$ cat src/bmid_consts.svh
/*
 * Constants for the instruction decoder: field positions, opcode patterns, timing.
 * Assumes inclusion by bmid_qdiv.sv and bmid_decode.sv only.
 */
`ifndef BMID_CONSTS_SVH
`define BMID_CONSTS_SVH

`define BMID_IW 16
`define BMID_OSC_PER_CYCLE 4
`define BMID_CORE_PERIOD_NS 5
`define BMID_SECOND_WORD_TAG 4'hf
`define BMID_F_LSB 0
`define BMID_F_MSB 7
`define BMID_A_BIT 8
`define BMID_D_BIT 9
`define BMID_B_LSB 9
`define BMID_B_MSB 11
`define BMID_EXT_ENABLE_RST 1'b0

`endif

$ cat src/bmid_pkg.sv
/*
 * Types shared by the decoder modules.
 * Assumes it is compiled before every module that imports it.
 */
`default_nettype none
package bmid_pkg;
   typedef enum logic [3:0] {
      BMID_GRP_BYTE = 4'h1,
      BMID_GRP_BIT = 4'h2,
      BMID_GRP_LIT = 4'h4,
      BMID_GRP_CTRL = 4'h8
   } bmid_group_t;

   typedef enum logic [3:0] {
      BMID_ST_EXEC = 4'h1,
      BMID_ST_SECOND = 4'h2,
      BMID_ST_FLUSH = 4'h4,
      BMID_ST_FLUSH2 = 4'h8
   } bmid_state_t;
endpackage : bmid_pkg
`default_nettype wire

$ cat src/bmid_decode.sv
/*
 * Instruction decoder and execution timing for an 8-bit core, 16-bit words.
 * Assumes the fetch unit presents the next program word on FETCH_WORD with
 * FETCH_VALID, advancing one word per instruction cycle (FETCH_ADVANCE), and
 * the datapath reports conditional outcomes on COND_TRUE in the execute cycle.
 */
// Function
// (RL1) decode the 75 standard instructions plus eight extended ones
// (RL2) one word per instruction, four instructions take two words
// (RL3) split single word into opcode and operand fields
// (RL4) classify into byte, bit, literal or control groups
// (RL5) byte ops carry file register, destination and access selectors
// (RL6) destination zero writes working register, one writes file register
// (RL7) bit ops carry file register, bit number and access selector
// (RL8) literal ops take immediate, pointer selector or nothing
// (RL9) control ops take address, call mode, table mode or nothing
// (RL10) second word starts with four ones, alone executes as no-op
// (RL11) single word takes one cycle, two if taken or PC changes
// (RL12) double-word instructions take two cycles
// (RL13) instruction cycle is four oscillator periods
// (RL14) taken two-word branch takes three cycles
// (RL15) compare-and-skip takes one, or two/three when skipping
// (RL16) discarded fetched word becomes a no-op
`default_nettype none
`include "bmid_consts.svh"
module bmid_decode
   import bmid_pkg::*;
#(
   parameter int IW = `BMID_IW
) (
   input wire logic CORE_CLK,
   input wire logic RESET_N,
   input wire logic [IW-1:0] FETCH_WORD,
   input wire logic FETCH_VALID,
   input wire logic COND_TRUE,
   input wire logic EXT_ENABLE,
   output logic FETCH_ADVANCE,
   output logic CYCLE_EN,
   output logic [3:0] GROUP,
   output logic [7:0] OPCODE,
   output logic [7:0] FILE_SEL,
   output logic DEST_FILE,
   output logic WR_WORKING_REG,
   output logic WR_FILE_REG,
   output logic ACCESS_SEL,
   output logic [2:0] BIT_NUM,
   output logic [7:0] LITERAL,
   output logic [1:0] PTR_SEL,
   output logic [19:0] PROG_ADDR,
   output logic CALL_MODE,
   output logic [1:0] TABLE_MODE,
   output logic IS_EXTENDED,
   output logic TWO_WORD,
   output logic NOP_CYCLE,
   output logic INSTR_VALID
);
   // field slices below are fixed to the 16-bit word layout
   if (IW != 16) begin : g_iw_check
      $error("bmid_decode: instruction word must be 16 bits");
   end

   logic cyc;
   bmid_qdiv #(.PERIODS(`BMID_OSC_PER_CYCLE)) u_qdiv ( // RL13
      .clk(CORE_CLK),
      .rst_n(RESET_N),
      .cycle_en(cyc),
      .phase()
   );

   // combinational classification of the fetched word
   logic [15:0] w;
   logic dw_first;
   logic is_skip;
   logic is_branch;
   logic is_cbranch;
   logic is_ext;
   logic has_d;
   logic second_tag;
   bmid_group_t grp;

   always_comb begin
      w = FETCH_WORD;
      second_tag = (w[15:12] == `BMID_SECOND_WORD_TAG); // RL10
      // move, call, goto, pointer load; the extended move only when enabled
      dw_first = (w[15:12] == 4'hc) || (w[15:9] == 7'h76) || (w[15:8] == 8'hef)
         || (w[15:6] == 10'h3b8) || (EXT_ENABLE && w[15:8] == 8'heb); // RL2
      is_ext = EXT_ENABLE && ((w[15:8] == 8'he8) || (w[15:8] == 8'he9) || (w[15:8] == 8'hea)
         || (w[15:8] == 8'heb) || (w[15:0] == 16'h0014)); // RL1
      is_skip = (w[15:11] == 5'h0c) || (w[15:13] == 3'h1 && w[11:10] == 2'h3)
         || (w[15:11] == 5'h09) || (w[15:12] == 4'hb || w[15:12] == 4'ha); // RL15
      // conditional branches flush only when their test holds
      is_cbranch = (w[15:11] == 5'h1c); // RL11
      is_branch = (w[15:11] == 5'h1a) || (w[15:11] == 5'h1b) || (w[15:8] == 8'h0c)
         || (w[15:8] == 8'hec) || (w[15:8] == 8'hef) || (w[15:1] == 15'h0009)
         || (w[15:1] == 15'h0008) || (w[15:0] == 16'h00ff); // RL11
      has_d = (w[15:14] == 2'h0 && w[13:10] != 4'h0) || w[15:12] == 4'h4 || w[15:12] == 4'h5
         || (w[15:10] == 6'h00 && w[9] == 1'b0 && w[8:0] == 9'h0) ;
      if (w[15:12] >= 4'h7 && w[15:12] <= 4'hb) begin
         grp = BMID_GRP_BIT; // RL4
      end else if ((w[15:12] == 4'h0 && w[11:8] >= 4'h8) || w[15:6] == 10'h3b8) begin
         // pointer load sits in the control opcode space but is a literal op
         grp = BMID_GRP_LIT; // RL8
      end else if (w[15:12] == 4'he || w[15:12] == 4'hd || w[15:8] == 8'h00) begin
         grp = BMID_GRP_CTRL;
      end else begin
         grp = BMID_GRP_BYTE;
      end
   end

   bmid_state_t st_r;
   bmid_state_t st_nxt;
   logic [15:0] first_r;
   logic [15:0] first_nxt;
   logic branch_pending_r;
   logic branch_pending_nxt;
   logic skip_r;
   logic skip_nxt;
   logic [3:0] grp_nxt;
   logic [7:0] op_nxt;
   logic [7:0] f_nxt;
   logic d_nxt;
   logic wrw_nxt;
   logic wrf_nxt;
   logic a_nxt;
   logic [2:0] b_nxt;
   logic [7:0] k_nxt;
   logic [1:0] ptr_nxt;
   logic [19:0] n_nxt;
   logic s_nxt;
   logic [1:0] m_nxt;
   logic ext_nxt;
   logic tw_nxt;
   logic nop_nxt;
   logic val_nxt;
   logic [3:0] grp_r;
   logic [7:0] op_r;
   logic [7:0] f_r;
   logic d_r;
   logic wrw_r;
   logic wrf_r;
   logic a_r;
   logic [2:0] b_r;
   logic [7:0] k_r;
   logic [1:0] ptr_r;
   logic [19:0] n_r;
   logic s_r;
   logic [1:0] m_r;
   logic ext_r;
   logic tw_r;
   logic nop_r;
   logic val_r;

   always_comb begin
      st_nxt = st_r;
      first_nxt = first_r;
      branch_pending_nxt = branch_pending_r;
      skip_nxt = skip_r;
      grp_nxt = grp_r;
      op_nxt = op_r;
      f_nxt = f_r;
      d_nxt = d_r;
      wrw_nxt = wrw_r;
      wrf_nxt = wrf_r;
      a_nxt = a_r;
      b_nxt = b_r;
      k_nxt = k_r;
      ptr_nxt = ptr_r;
      n_nxt = n_r;
      s_nxt = s_r;
      m_nxt = m_r;
      ext_nxt = ext_r;
      tw_nxt = tw_r;
      nop_nxt = nop_r;
      val_nxt = val_r;
      if (cyc) begin
         nop_nxt = 1'b0;
         val_nxt = 1'b0;
         wrw_nxt = 1'b0;
         wrf_nxt = 1'b0;
         unique case (st_r)
            BMID_ST_EXEC: begin
               if (FETCH_VALID) begin
                  val_nxt = 1'b1;
                  grp_nxt = grp; // RL4
                  op_nxt = w[15:8]; // RL3
                  f_nxt = w[`BMID_F_MSB:`BMID_F_LSB]; // RL5
                  a_nxt = w[`BMID_A_BIT]; // RL7
                  d_nxt = w[`BMID_D_BIT];
                  b_nxt = w[`BMID_B_MSB:`BMID_B_LSB]; // RL7
                  k_nxt = w[7:0]; // RL8
                  ptr_nxt = w[5:4]; // RL8
                  s_nxt = w[0]; // RL9
                  m_nxt = w[1:0]; // RL9
                  n_nxt = {9'h0, w[10:0]}; // RL9
                  ext_nxt = is_ext;
                  tw_nxt = dw_first;
                  // lone second word falls through as a no-op
                  nop_nxt = second_tag; // RL10
                  wrw_nxt = !second_tag && grp == BMID_GRP_BYTE && has_d && !w[`BMID_D_BIT]; // RL6
                  wrf_nxt = !second_tag && grp == BMID_GRP_BYTE && has_d && w[`BMID_D_BIT]; // RL6
                  if (dw_first) begin
                     first_nxt = w;
                     branch_pending_nxt = (w[15:8] == 8'hef) || (w[15:9] == 7'h76); // RL14
                     st_nxt = BMID_ST_SECOND; // RL12
                  end else if (is_branch || ((is_skip || is_cbranch) && COND_TRUE)) begin
                     // remember a skip: only then may the dropped word be two long
                     skip_nxt = is_skip; // RL15
                     st_nxt = BMID_ST_FLUSH; // RL11
                  end
               end
            end
            BMID_ST_SECOND: begin
               val_nxt = FETCH_VALID;
               n_nxt = {first_r[7:0], FETCH_WORD[11:0]}; // RL2
               f_nxt = FETCH_WORD[7:0];
               k_nxt = FETCH_WORD[7:0];
               tw_nxt = 1'b1;
               st_nxt = branch_pending_r ? BMID_ST_FLUSH : BMID_ST_EXEC; // RL14
               branch_pending_nxt = 1'b0;
            end
            BMID_ST_FLUSH: begin
               // discard the prefetched word; a skipped two-word op costs one more
               nop_nxt = 1'b1; // RL16
               val_nxt = 1'b1;
               st_nxt = (skip_r && dw_first) ? BMID_ST_FLUSH2 : BMID_ST_EXEC; // RL15
               skip_nxt = 1'b0;
            end
            BMID_ST_FLUSH2: begin
               nop_nxt = 1'b1; // RL16
               val_nxt = 1'b1;
               st_nxt = BMID_ST_EXEC;
            end
         endcase
      end
   end

   always_ff @(posedge CORE_CLK or negedge RESET_N) begin
      if (!RESET_N) begin
         st_r <= BMID_ST_EXEC;
         first_r <= 16'h0000;
         branch_pending_r <= 1'b0;
         skip_r <= 1'b0;
         grp_r <= 4'h0;
         op_r <= 8'h00;
         f_r <= 8'h00;
         d_r <= 1'b0;
         wrw_r <= 1'b0;
         wrf_r <= 1'b0;
         a_r <= 1'b0;
         b_r <= 3'h0;
         k_r <= 8'h00;
         ptr_r <= 2'h0;
         n_r <= 20'h00000;
         s_r <= 1'b0;
         m_r <= 2'h0;
         ext_r <= `BMID_EXT_ENABLE_RST;
         tw_r <= 1'b0;
         nop_r <= 1'b0;
         val_r <= 1'b0;
      end else begin
         st_r <= st_nxt;
         first_r <= first_nxt;
         branch_pending_r <= branch_pending_nxt;
         skip_r <= skip_nxt;
         grp_r <= grp_nxt;
         op_r <= op_nxt;
         f_r <= f_nxt;
         d_r <= d_nxt;
         wrw_r <= wrw_nxt;
         wrf_r <= wrf_nxt;
         a_r <= a_nxt;
         b_r <= b_nxt;
         k_r <= k_nxt;
         ptr_r <= ptr_nxt;
         n_r <= n_nxt;
         s_r <= s_nxt;
         m_r <= m_nxt;
         ext_r <= ext_nxt;
         tw_r <= tw_nxt;
         nop_r <= nop_nxt;
         val_r <= val_nxt;
      end
   end

   assign CYCLE_EN = cyc;
   assign FETCH_ADVANCE = cyc;
   assign GROUP = grp_r;
   assign OPCODE = op_r;
   assign FILE_SEL = f_r;
   assign DEST_FILE = d_r;
   // writes are suppressed while a discarded word passes
   assign WR_WORKING_REG = wrw_r && !nop_r; // RL16
   assign WR_FILE_REG = wrf_r && !nop_r; // RL16
   assign ACCESS_SEL = a_r;
   assign BIT_NUM = b_r;
   assign LITERAL = k_r;
   assign PTR_SEL = ptr_r;
   assign PROG_ADDR = n_r;
   assign CALL_MODE = s_r;
   assign TABLE_MODE = m_r;
   assign IS_EXTENDED = ext_r;
   assign TWO_WORD = tw_r;
   assign NOP_CYCLE = nop_r;
   assign INSTR_VALID = val_r;
endmodule // bmid_decode
`default_nettype wire

$ cat src/bmid_qdiv.sv
/*
 * Oscillator-phase divider: one enable pulse per instruction cycle.
 * Assumes a free-running core clock and asynchronous active-low reset.
 */
`default_nettype none
`include "bmid_consts.svh"
module bmid_qdiv #(
   parameter int PERIODS = `BMID_OSC_PER_CYCLE
) (
   input wire logic clk,
   input wire logic rst_n,
   output logic cycle_en,
   output logic [1:0] phase
);
   // the two-bit phase counter wraps only at four
   if (PERIODS != 4) begin : g_periods_check
      $error("bmid_qdiv: only four phases supported");
   end

   logic [1:0] phase_r;
   logic [1:0] phase_nxt;

   always_comb begin
      phase_nxt = phase_r + 2'h1;
   end

   always_ff @(posedge clk or negedge rst_n) begin
      if (!rst_n) begin
         phase_r <= 2'h0;
      end else begin
         phase_r <= phase_nxt;
      end
   end

   assign phase = phase_r;
   // pulse on the last phase so decode outputs move once per cycle
   assign cycle_en = (phase_r == 2'h3);
endmodule // bmid_qdiv
`default_nettype wire

$ cat config.mk
export PLATFORM = sky130hd
export DESIGN_NAME = bmid_decode
export DESIGN_NICKNAME = d
export VERILOG_FILES = /design/src/bmid_pkg.sv /design/src/bmid_decode.sv /design/src/bmid_qdiv.sv
export VERILOG_INCLUDE_DIRS = /design/src
export SDC_FILE = /design/constraint.sdc
export NUM_CORES = 1
export LEC_CHECK = 0
export BUFFER_PORTS_ARGS = -buffer_cell sky130_fd_sc_hd__buf_2
export CAP_MARGIN = 20
export CORE_MARGIN = 2
export CORE_UTILIZATION = 51
export DETAILED_ROUTE_END_ITERATION = 8
export GPL_TIMING_DRIVEN = 0
export PLACE_DENSITY_LB_ADDON = 0.2
export SLEW_MARGIN = 10
export SYNTH_ARGS = -nofsm -noshare
export SYNTH_HDL_FRONTEND = slang
export SYNTH_HIERARCHICAL = 1
export SYNTH_SLANG_ARGS = --single-unit
$ cat constraint.sdc
create_clock -name CORE_CLK -period 3 [get_ports CORE_CLK]
set_input_delay 0.15 -clock CORE_CLK [delete_from_list [all_inputs] [get_ports CORE_CLK]]
set_output_delay 0.15 -clock CORE_CLK [all_outputs]
set_load 0.01 [all_outputs]
==> reports/results.ini, run 1 <==
[route]
detail_route.wl_per_cell_um=14.7
firstDrtPassIters=4
vias_per_cell=5.38
num_vias=2537
route.antenna.remaining_nets=0
drt_drc_violations_left=0
drt_first_iter_violations=168
detail_route.wirelength_um=6930

[floorplanning]
die_w_um=79.7
initial_utilization=0.530
coreArea_sq_mm=0.00551
design.portCount=87
dieArea_sq_mm=0.00634
die_h_um=79.7
core.rowCount=27

[pwr]
power.ir.vdd_worst_mv=0.428
net-switching-power_w=0.00110
power.share.combinational=0.381
power_density_mw_per_mm2=863
power_frac_seq=0.386
power.switching_fraction=0.350
leakage_nw=1.83
clock_power_share=0.233
p_int_w=0.00205

[timing]
timing.setup.tns_ns=0
rsz_0062_raised_after_global_routing=false
setup_viol=0
fin_crit_sh=0.820
max_slew.worst_pin.slew_ns=0.696
finalCriticalPeriod_ns=2.46
clock_skew_ns=0.00827
timing.fmax_ghz=0.406
max_slew_margin=0.524
timing_max_transition_violations_final=0
timing.final.hold_violations=0

[global_routing]
globalRouteOverflowTotal=0
pin_count_of_the_biggest_net_entering_global_routing=59
grtUsageTotal=0.237
first_pass_grt_wire_length_um=11500
antenna_violations_before_repair=0
first_global_vias=2403

[place]
numPortBuffers=84
finalWeightedCongestion=0.890
dp.final_hpwl_um=4980
placedInstanceArea_sq_mm=0.00343

[critical_path]
worstPathRequired_ns=3.23
critPathCaptureType=flop
setup.reg_to_reg.worst_slack_ns=0.54
critPathKind=reg2reg
regToRegStartpoint=u_qdiv/phase[0]
r2r_cells=7
timing.critical_path.fanout_max=10
timing.critical_path.arrival_ns=2.69
r2r_end=LITERAL[3]
worstSetupStartpointType=flop

[synth]
yosysTopAreaCell=dfrtp_1
ys_ff_latch=58
muxShareOfSynthArea=0.0656
synth-compound-area-share=0.127
ys_warn_count=6
synth.yosys.seq_area_share=0.498
dominant_combinational_cell_family_by_area_after_synthesis=simple AND/OR/NAND/NOR gates
post_synth_instance_area_sq_mm=0.00292
synthArstFlopShare=1.00
postSynthCellCount=299
ys_top_cells_by_area=dfrtp_1, nand2_1, mux2_2, buf_4, o21ai_0
post_synth_num_cell_types=59
synth.net_count=321
synth_edf_count=0
synthesized_area_divided_by_synthesized_cell_count_sq_um=9.76
synth_largest_type_area_fraction=0.489
synth_adder_area_share=0.00429
synth_xor_area_frac=0.00900
synth_simple_gate_area_frac=0.204
synth_ff_type=dfrtp_1

[clock_tree]
clock_tree.root_cell=clkbuf_8
post_cts_resized=0
cts.reportedPaths.clkPinSlew_ns=0.07
cts-buffers-inserted=9
tritoncts_clock_tree=done
clock_latency_ns=0.34
htreeDepth=3
clock-sinks=58
clockBufferDepth=2

[min_path]
worst_hold_startpoint=EXT_ENABLE
hold_path.class=in2reg
min_path_cells=3
hold-path-endpoint=IS_EXTENDED

[cells_and_area]
area_growth_syn_to_layout_pct=24.8
antenna_cells=0
num-nets-final=417
final_layout_size_suffix_gt1_frac=0.380
fin_area_sq_mm=0.00364

[outcome]
status=completed

[run]
maxCapViolations=0

-- worst max-delay path: stages (launching register included) --
cell      delay (ns)
dfrtp_1         0.39
ha_1            0.23
clkbuf_1        0.23
nand2_1         0.22
nor2_2          0.12
nor2_1          0.30
clkbuf_1        0.47
mux2_2          0.39
-- what timing repair did --
| item | 4_1_cts | 5_1_grt |
|---|---|---|
| setup buffers | 0 | 0 |
| hold endpoints to repair | 57 | 0 |
| hold buffers | 1 | 0 |
-- through the flow --
step | setup slack [ns] | util | hold slack, ns | power (W) | instances
after global routing | 0.298 | 0.662 | 0.0871 | 0.00336 | 472
final | 0.539 | 0.662 | 0.0646 | 0.00315 | 472
after CTS | 0.531 | 0.662 | 0.0495 | 0.00317 | 472
after floorplan | 0.872 | - | -0.146 | 0.00194 | 299
after global placement | 0.531 | 0.623 | 0.395 | 0.00239 | 455
after detailed placement | 0.561 | 0.623 | 0.253 | 0.00243 | 455
-- how the worst max path moves through the flow --
stage / depth (start not counted) / slack (ns) / endpoint / startpoint
after floorplan: 5 / 0.87 / wrf_r / st_r[0]
after global placement: 7 / 0.53 / LITERAL[3] / u_qdiv/phase[0]
after detailed placement: 7 / 0.56 / LITERAL[3] / u_qdiv/phase[0]
after CTS: 7 / 0.53 / LITERAL[3] / u_qdiv/phase[0]
after global routing: 7 / 0.30 / LITERAL[6] / u_qdiv/phase[0]
final: 7 / 0.54 / LITERAL[3] / u_qdiv/phase[0]
-- power by group through the flow --
stage | Sequential [W] | Clock [W] | Combinational (W)
2_1_floorplan | 0.00132 | 0 | 0.000621
3_3_place_gp | 0.00122 | 0 | 0.00117
3_5_place_dp | 0.00123 | 0 | 0.00121
4_1_cts | 0.00121 | 0.000744 | 0.00121
5_1_grt | 0.00125 | 0.000783 | 0.00132
6_report | 0.00122 | 0.000733 | 0.00120
-- synth_stat cells (3+ instances only) --
master,count
dfrtp_1,57
nor4b_1,3
mux2_2,16
o21ai_0,20
nor4_1,3
nand3b_1,3
nand3_1,6
nor3_1,3
nand2_1,64
inv_1,8
buf_4,23
nor2b_1,4
nor2_1,13
or4_1,3
a21oi_1,7
clkbuf_1,12
-- cells in the final DEF (no fill, tap or decap), drive strengths merged, types with 3 or more instances in the layout --
| master | count |
|---|---|
| inv | 9 |
| nand2 | 64 |
| buf | 109 |
| clkinv | 4 |
| and2 | 3 |
| nor3 | 3 |
| nand3b | 3 |
| clkbuf | 22 |
| nor2 | 14 |
| nor2b | 4 |
| nor4 | 3 |
| nor4b | 3 |
| a21oi | 7 |
| o21ai | 22 |
| or4 | 3 |
| dfrtp | 57 |
| nand3 | 6 |
| mux2 | 17 |
-- layer usage --
metal | global-route usage | share of wire | up-vias
li1 | - | - | 1210
met1 | 0.327 | 0.45 | 1240
met2 | 0.364 | 0.47 | 77
met3 | 0.0452 | 0.061 | 10
met4 | 0.105 | 0.014 | 0
met5 | 0 | 0 | -
-- state kept, by name (all words and copies together), names as in the netlist, 2 cells and up --
| signal | cells |
|---|---|
| GROUP | 4 |
| LITERAL | 7 |
| OPCODE | 8 |
| PROG_ADDR | 13 |
| PTR_SEL | 2 |
| TABLE_MODE | 2 |
| first_r | 8 |
| st_r | 4 |
| u_qdiv/phase | 2 |
-- cell families (layout without fill, tap and decap cells) --
group                      after synthesis  in the layout
AOI/OAI and AO/OA                       53             53
buffers and inverters                   46            147
DFF                                     58             58
adders and majority gates                1              1
muxes                                   17             17
xor gates and xnor gates                 3              3
and+or+nand+nor                        121            121
-- final cells by class --
| cell class | instances | area (sq um) |
|---|---|---|
| Buffer | 38 | 239 |
| Clock buffer | 9 | 124 |
| Clock inverter | 7 | 77.6 |
| Fill cell | 459 | 1860 |
| Inverter | 8 | 30.0 |
| Multi-Input combinational cell | 195 | 1200 |
| Sequential cell | 58 | 1450 |
| Tap cell | 72 | 90.1 |
| Timing Repair Buffer | 85 | 433 |
(Power assumes the default switching activity.)
==> run 2, diff against run 1 <==
==> constraint.sdc (replaced) <==
create_clock -name CORE_CLK -period 2.3 [get_ports CORE_CLK]
set_input_delay 0.115 -clock CORE_CLK [delete_from_list [all_inputs] [get_ports CORE_CLK]]
set_output_delay 0.115 -clock CORE_CLK [all_outputs]
set_load 0.01 [all_outputs]
==> reports/results.ini, run 2 (same netlist as run 1, synthesis figures left out) <==
[outcome]
status=completed

[global_routing]
globalRouteOverflowTotal=0  ; unchanged
first_pass_grt_wire_length_um=11500  ; about the same
pin_count_of_the_biggest_net_entering_global_routing=59  ; unchanged
first_global_vias=2410  ; +0.29%
grtUsageTotal=0.236  ; -0.000487
antenna_violations_before_repair=0  ; unchanged

[floorplanning]
die_h_um=79.7  ; unchanged
initial_utilization=0.530  ; unchanged
core.rowCount=27  ; unchanged
design.portCount=87  ; unchanged
coreArea_sq_mm=0.00551  ; unchanged
dieArea_sq_mm=0.00634  ; unchanged
die_w_um=79.7  ; unchanged

[route]
vias_per_cell=5.35  ; -0.51%
drt_drc_violations_left=0  ; unchanged
firstDrtPassIters=4  ; unchanged
route.antenna.remaining_nets=0  ; unchanged
num_vias=2524  ; -0.51%
detail_route.wl_per_cell_um=14.7  ; about the same
detail_route.wirelength_um=6920  ; about the same
drt_first_iter_violations=203  ; +21%

[timing]
clock_skew_ns=0.00856  ; +0.000285 ns
timing_max_transition_violations_final=0  ; unchanged
worst_hold_slack_ns=0.0273  ; -0.0373 ns
rsz_0062_raised_after_global_routing=false
fin_crit_sh=0.963  ; +0.143
finalCriticalPeriod_ns=2.22  ; -0.245 ns
setup_viol=0  ; unchanged
timing.final.hold_violations=0  ; unchanged
timing.setup.tns_ns=0  ; unchanged
timing.fmax_ghz=0.451  ; +11%
max_slew_margin=0.525  ; +0.000565
max_slew.worst_pin.slew_ns=0.713  ; +0.0171 ns

[clock_tree]
clock-sinks=58  ; unchanged
clockBufferDepth=2  ; unchanged
cts.reportedPaths.clkPinSlew_ns=0.06  ; about the same
htreeDepth=3  ; unchanged
cts-buffers-inserted=9  ; unchanged
clock_tree.root_cell=clkbuf_8
tritoncts_clock_tree=done
clock_latency_ns=0.34  ; about the same

[min_path]
hold_path.class=in2reg

[pwr]
power.share.combinational=0.385  ; +0.004
power_density_mw_per_mm2=1120  ; +30%
net-switching-power_w=0.00144  ; +31%
total_power_w=0.00412  ; +31%
power.switching_fraction=0.349  ; -0.000520
power_frac_seq=0.385  ; about the same
power.ir.vdd_worst_mv=0.556  ; +30%
clock_power_share=0.230  ; -0.003
leakage_nw=1.84  ; +0.64%
p_int_w=0.00268  ; +31%

[cells_and_area]
num-fill-cells=451  ; -1.7%
fin_area_sq_mm=0.00368  ; +0.93%
layout.cells.most_common=buf_2
most-common-layout-cells=buf_2, nand2_1, dfrtp_1, buf_4, o21ai_0
area_growth_syn_to_layout_pct=26.0
largest_register_ff_count=13  ; unchanged
final_layout_size_suffix_gt1_frac=0.398  ; +0.0175
antenna_cells=0  ; unchanged
num-nets-final=417  ; unchanged
multi_input_area_sq_mm=0.00122  ; +2.1%
regArea_sq_mm=0.00145  ; unchanged

[critical_path]
timing.critical_path.fanout_max=7  ; -3
critPathKind=reg2reg
worstSetupStartpointType=flop
timing.critical_path.arrival_ns=2.47  ; -0.22 ns
critPathCaptureType=flop
worstPathRequired_ns=2.55  ; -0.68 ns

[place]
finalWeightedCongestion=0.890  ; unchanged
numPortBuffers=84  ; unchanged
placedInstanceArea_sq_mm=0.00343  ; unchanged
dp.final_hpwl_um=4980  ; unchanged

[run]
maxCapViolations=0  ; unchanged

[run 2: changes by cell type in the layout (fill, tap and decap cells not counted), sizes merged]
cell	before	now
buf	109	111
clkbuf	22	20
[run 2: worst paths after layout]
kind                                         to  depth (start not counted)            start  slack (ns)
max in group asynchronous              GROUP[3]                          2          RESET_N        1.44
worst max-delay path                      wrw_r                          5          st_r[0]        0.08
worst max register to register            wrw_r                          5          st_r[0]        0.08
min in group asynchronous         PROG_ADDR[14]                          2          RESET_N        0.37
worst min-delay path                IS_EXTENDED                          3       EXT_ENABLE        0.03
worst min register to register  u_qdiv/phase[0]                          1  u_qdiv/phase[0]        0.45
[run 2: final cells by class]
class                           instances  share of cell area
Multi-Input combinational cell        195               0.332
Sequential cell                        58               0.395
Inverter                                8             0.00817
Clock inverter                          7              0.0211
Tap cell                               72              0.0245
Clock buffer                            9              0.0337
Buffer                                 37              0.0653
Timing Repair Buffer                   86               0.120
[run 2: critical path, stage by stage (launching register included)]
cell and delay [ns]:
dfstp_2 0.60, or4b_4 0.53, a2111oi_4 0.26, nand4_1 0.17, or3_1 0.41, o2bb2ai_1 0.17
[run 2: stage by stage]
stage | utilization | worst slack, ns | cells
6_report | 0.668 | 0.0843 | 472
4_1_cts | 0.665 | 0.0413 | 472
3_5_place_dp | 0.623 | -0.139 | 455
2_1_floorplan | - | 0.172 | 299
3_3_place_gp | 0.623 | -0.169 | 455
5_1_grt | 0.668 | 0.0143 | 472
[run 2: power by group through the flow]
stage / sequential (W) / combinational [W] / clock (W)
after floorplan: 0.00172 / 0.000811 / 0
after global placement: 0.00159 / 0.00153 / 0
after detailed placement: 0.00160 / 0.00157 / 0
after CTS: 0.00159 / 0.00160 / 0.000971
after global routing: 0.00163 / 0.00175 / 0.00102
final: 0.00159 / 0.00159 / 0.000949
[run 2: routing by layer]
| metal | wire length [um] | track usage | vias up |
|---|---|---|---|
| met4 | 102 | 0.107 | 0 |
| li1 | - | - | 1211 |
| met3 | 399 | 0.0430 | 11 |
| met5 | 0 | 0 | - |
| met2 | 3370 | 0.366 | 64 |
| met1 | 3060 | 0.324 | 1238 |
[run 2: timing repair]
| action | in CTS | in global routing |
|---|---|---|
| endpoints found under the setup margin | 19 | 33 |
| buffers inserted | 1 | 0 |
| hold buffers | 1 | 0 |
| endpoints found under the hold margin | 57 | 0 |
| pin swaps | 2 | 1 |
| gates resized for setup | 4 | 8 |
==> run 3, diff against run 2 <==
--- a/config.mk
+++ b/config.mk
@@ -12,6 +12,7 @@
 export CORE_UTILIZATION = 51
 export DETAILED_ROUTE_END_ITERATION = 8
 export GPL_TIMING_DRIVEN = 0
+export MAX_ROUTING_LAYER = met4
 export PLACE_DENSITY_LB_ADDON = 0.2
 export SLEW_MARGIN = 10
 export SYNTH_ARGS = -nofsm -noshare
==> reports/results.ini, run 3 (same netlist as run 1, synthesis figures left out) <==
[critical_path]
critPathCaptureType=flop
critPathKind=reg2reg
timing.critical_path.max_delay_family=simple AND/OR/NAND/NOR gates
timing.critical_path.arrival_ns=2.50  ; +0.03 ns
crit_slowest_cell=dfstp_2
path_depth=5  ; unchanged
worstPathRequired_ns=2.55  ; about the same
timing.critical_path.slowest_cell_delay_ns=0.59  ; about the same
timing.critical_path.fanout_max=7  ; unchanged
timing.critical_path.buf_inv=0  ; unchanged
crit_path_cell_trace=or4b_4 -> a2111oi_4 -> nand4_1 -> or3_1 -> o2bb2ai_1
r2r_cells=5  ; unchanged
worstSetupStartpointType=flop

[global_routing]
first_pass_grt_wire_length_um=11300  ; -1.7%
antenna_violations_before_repair=0  ; unchanged
grtUsageTotal=0.241  ; +0.00500
pin_count_of_the_biggest_net_entering_global_routing=59  ; unchanged
globalRouteOverflowTotal=0  ; unchanged
first_global_vias=2305  ; -4.4%

[timing]
setup_viol=0  ; unchanged
max_slew.worst_pin.slew_ns=0.714  ; +0.00115 ns
fin_crit_sh=0.977  ; +0.0138
finalCriticalPeriod_ns=2.25  ; +0.0317 ns
timing_max_transition_violations_final=0  ; unchanged
final_critical_path_setup_slack_ns=0.0526  ; -0.0317 ns
max_slew_margin=0.524  ; -0.000767
timing.fmax_ghz=0.445  ; -1.4%
timing.final.hold_violations=0  ; unchanged
rsz_0062_raised_after_global_routing=true
clock_skew_ns=0.00794  ; -0.000616 ns

[floorplanning]
initial_utilization=0.530  ; unchanged
coreArea_sq_mm=0.00551  ; unchanged
die_w_um=79.7  ; unchanged
dieArea_sq_mm=0.00634  ; unchanged
core.rowCount=27  ; unchanged
design.portCount=87  ; unchanged
die_h_um=79.7  ; unchanged

[place]
dp.final_hpwl_um=5040  ; +1.3%
place_inst=455  ; unchanged
preCtsSetupSlack_ns=-0.172  ; -0.0325 ns
numPortBuffers=84  ; unchanged
finalWeightedCongestion=0.909  ; +2.1%

[clock_tree]
cts.reportedPaths.clkPinSlew_ns=0.06  ; about the same
clock-sinks=58  ; unchanged
clockBufferDepth=2  ; unchanged
htreeDepth=3  ; unchanged
clock_latency_ns=0.34  ; about the same
cts-buffers-inserted=9  ; unchanged
clock_tree.root_cell=clkbuf_8
tritoncts_clock_tree=done

[cells_and_area]
final_layout_size_suffix_gt1_frac=0.398  ; about the same
stdcell_count=477  ; +1.1%
num-nets-final=422  ; +1.2%
layout.cells.most_common=buf_2
final_core_util=0.681  ; +0.0134
area_growth_syn_to_layout_pct=28.5
most-common-layout-cells=buf_2, nand2_1, dfrtp_1, buf_4, o21ai_0
largest_register_ff_count=13  ; unchanged
antenna_cells=0  ; unchanged

[min_path]
hold_path.class=in2reg
min_path_cells=3  ; unchanged

[route]
detail_route.wl_per_cell_um=14.8  ; +0.97%
route.antenna.remaining_nets=0  ; unchanged
firstDrtPassIters=4  ; unchanged
drt_drc_violations_left=0  ; unchanged
drt_first_iter_violations=163  ; -20%
num_vias=2522  ; -0.079%
detail_route.wirelength_um=7060  ; +2.0%
vias_per_cell=5.29  ; -1.1%

[run]
maxCapViolations=0  ; unchanged

[outcome]
status=completed

[pwr]
leakage_nw=1.89  ; +2.5%
power_density_mw_per_mm2=1150  ; +2.9%
power.ir.vdd_worst_mv=0.583  ; +4.9%

==> run 3: changes by cell type in the layout (fill, tap and decap cells not counted), moves of 2 or more <==
cell       change
buf_4          +4
bufinv_16      +2
clkbuf_1       +3
clkinv_4       -2
==> run 3: worst paths after layout <==
| check | startpoint | end | slack (ns) |
|---|---|---|---|
| max | st_r[0] | wrw_r | 0.05 |
| min | EXT_ENABLE | IS_EXTENDED | 0.02 |
| max reg2reg | st_r[0] | wrw_r | 0.05 |
| min reg2reg | u_qdiv/phase[0] | u_qdiv/phase[0] | 0.45 |
| max in group asynchronous | RESET_N | skip_r | 1.44 |
| min in group asynchronous | RESET_N | PROG_ADDR[15] | 0.37 |
==> run 3: layout make-up <==
class	count	area (sq um)
inverter	8	30.0
tap	72	90.1
timing repair buffer	90	470
fill	454	1760
clock inverter	4	98.8
buffer	38	245
sequential	58	1450
clock buffer	12	145
multi-input combinational	195	1220
==> run 3: worst register-to-register path, delay by kind of cell (launching register included) <==
kind               cells  cell delay [ns]
and+or+nand+nor        3             1.14
AOI/OAI and AO/OA      2             0.43
DFF                    1             0.59
==> run 3: where the power goes <==
group	switching (W)	leakage (nW)	total (W)	internal, W
registers	0.000232	0.738	0.00159	0.00136
logic	0.000766	1.03	0.00157	0.000805
clock network	0.000410	0.121	0.00116	0.000752
total	0.00141	1.89	0.00433	0.00292
==> run 3: per-layer routing <==
metal / global-route usage / vias to the layer above / wire [um]
li1: - / 1227 / -
met1: 0.311 / 1201 / 3040
met2: 0.374 / 82 / 3480
met3: 0.0543 / 12 / 446
met4: 0.0931 / 0 / 99
met5: - / - / 0
==> run 3: what timing repair did <==
action                     4_1_cts  5_1_grt
hold buffers                     1        0
gates resized for setup          6        4
hold endpoints to repair        57        0
pin swaps                        2        0
setup endpoints to repair       27       26
setup buffers                    4        1
==> run 3: through the flow <==
stage | cell area (sq um) | power (W) | hold slack [ns] | TNS, ns
detailed placement | 3430 | 0.00318 | 0.217 | -1.74
CTS | 3730 | 0.00436 | 0.0226 | 0
floorplan | 2920 | 0.00253 | -0.181 | 0
global placement | 3430 | 0.00312 | 0.359 | -1.04
global route | 3750 | 0.00459 | 0.0490 | -0.0903
finish | 3750 | 0.00433 | 0.0235 | 0
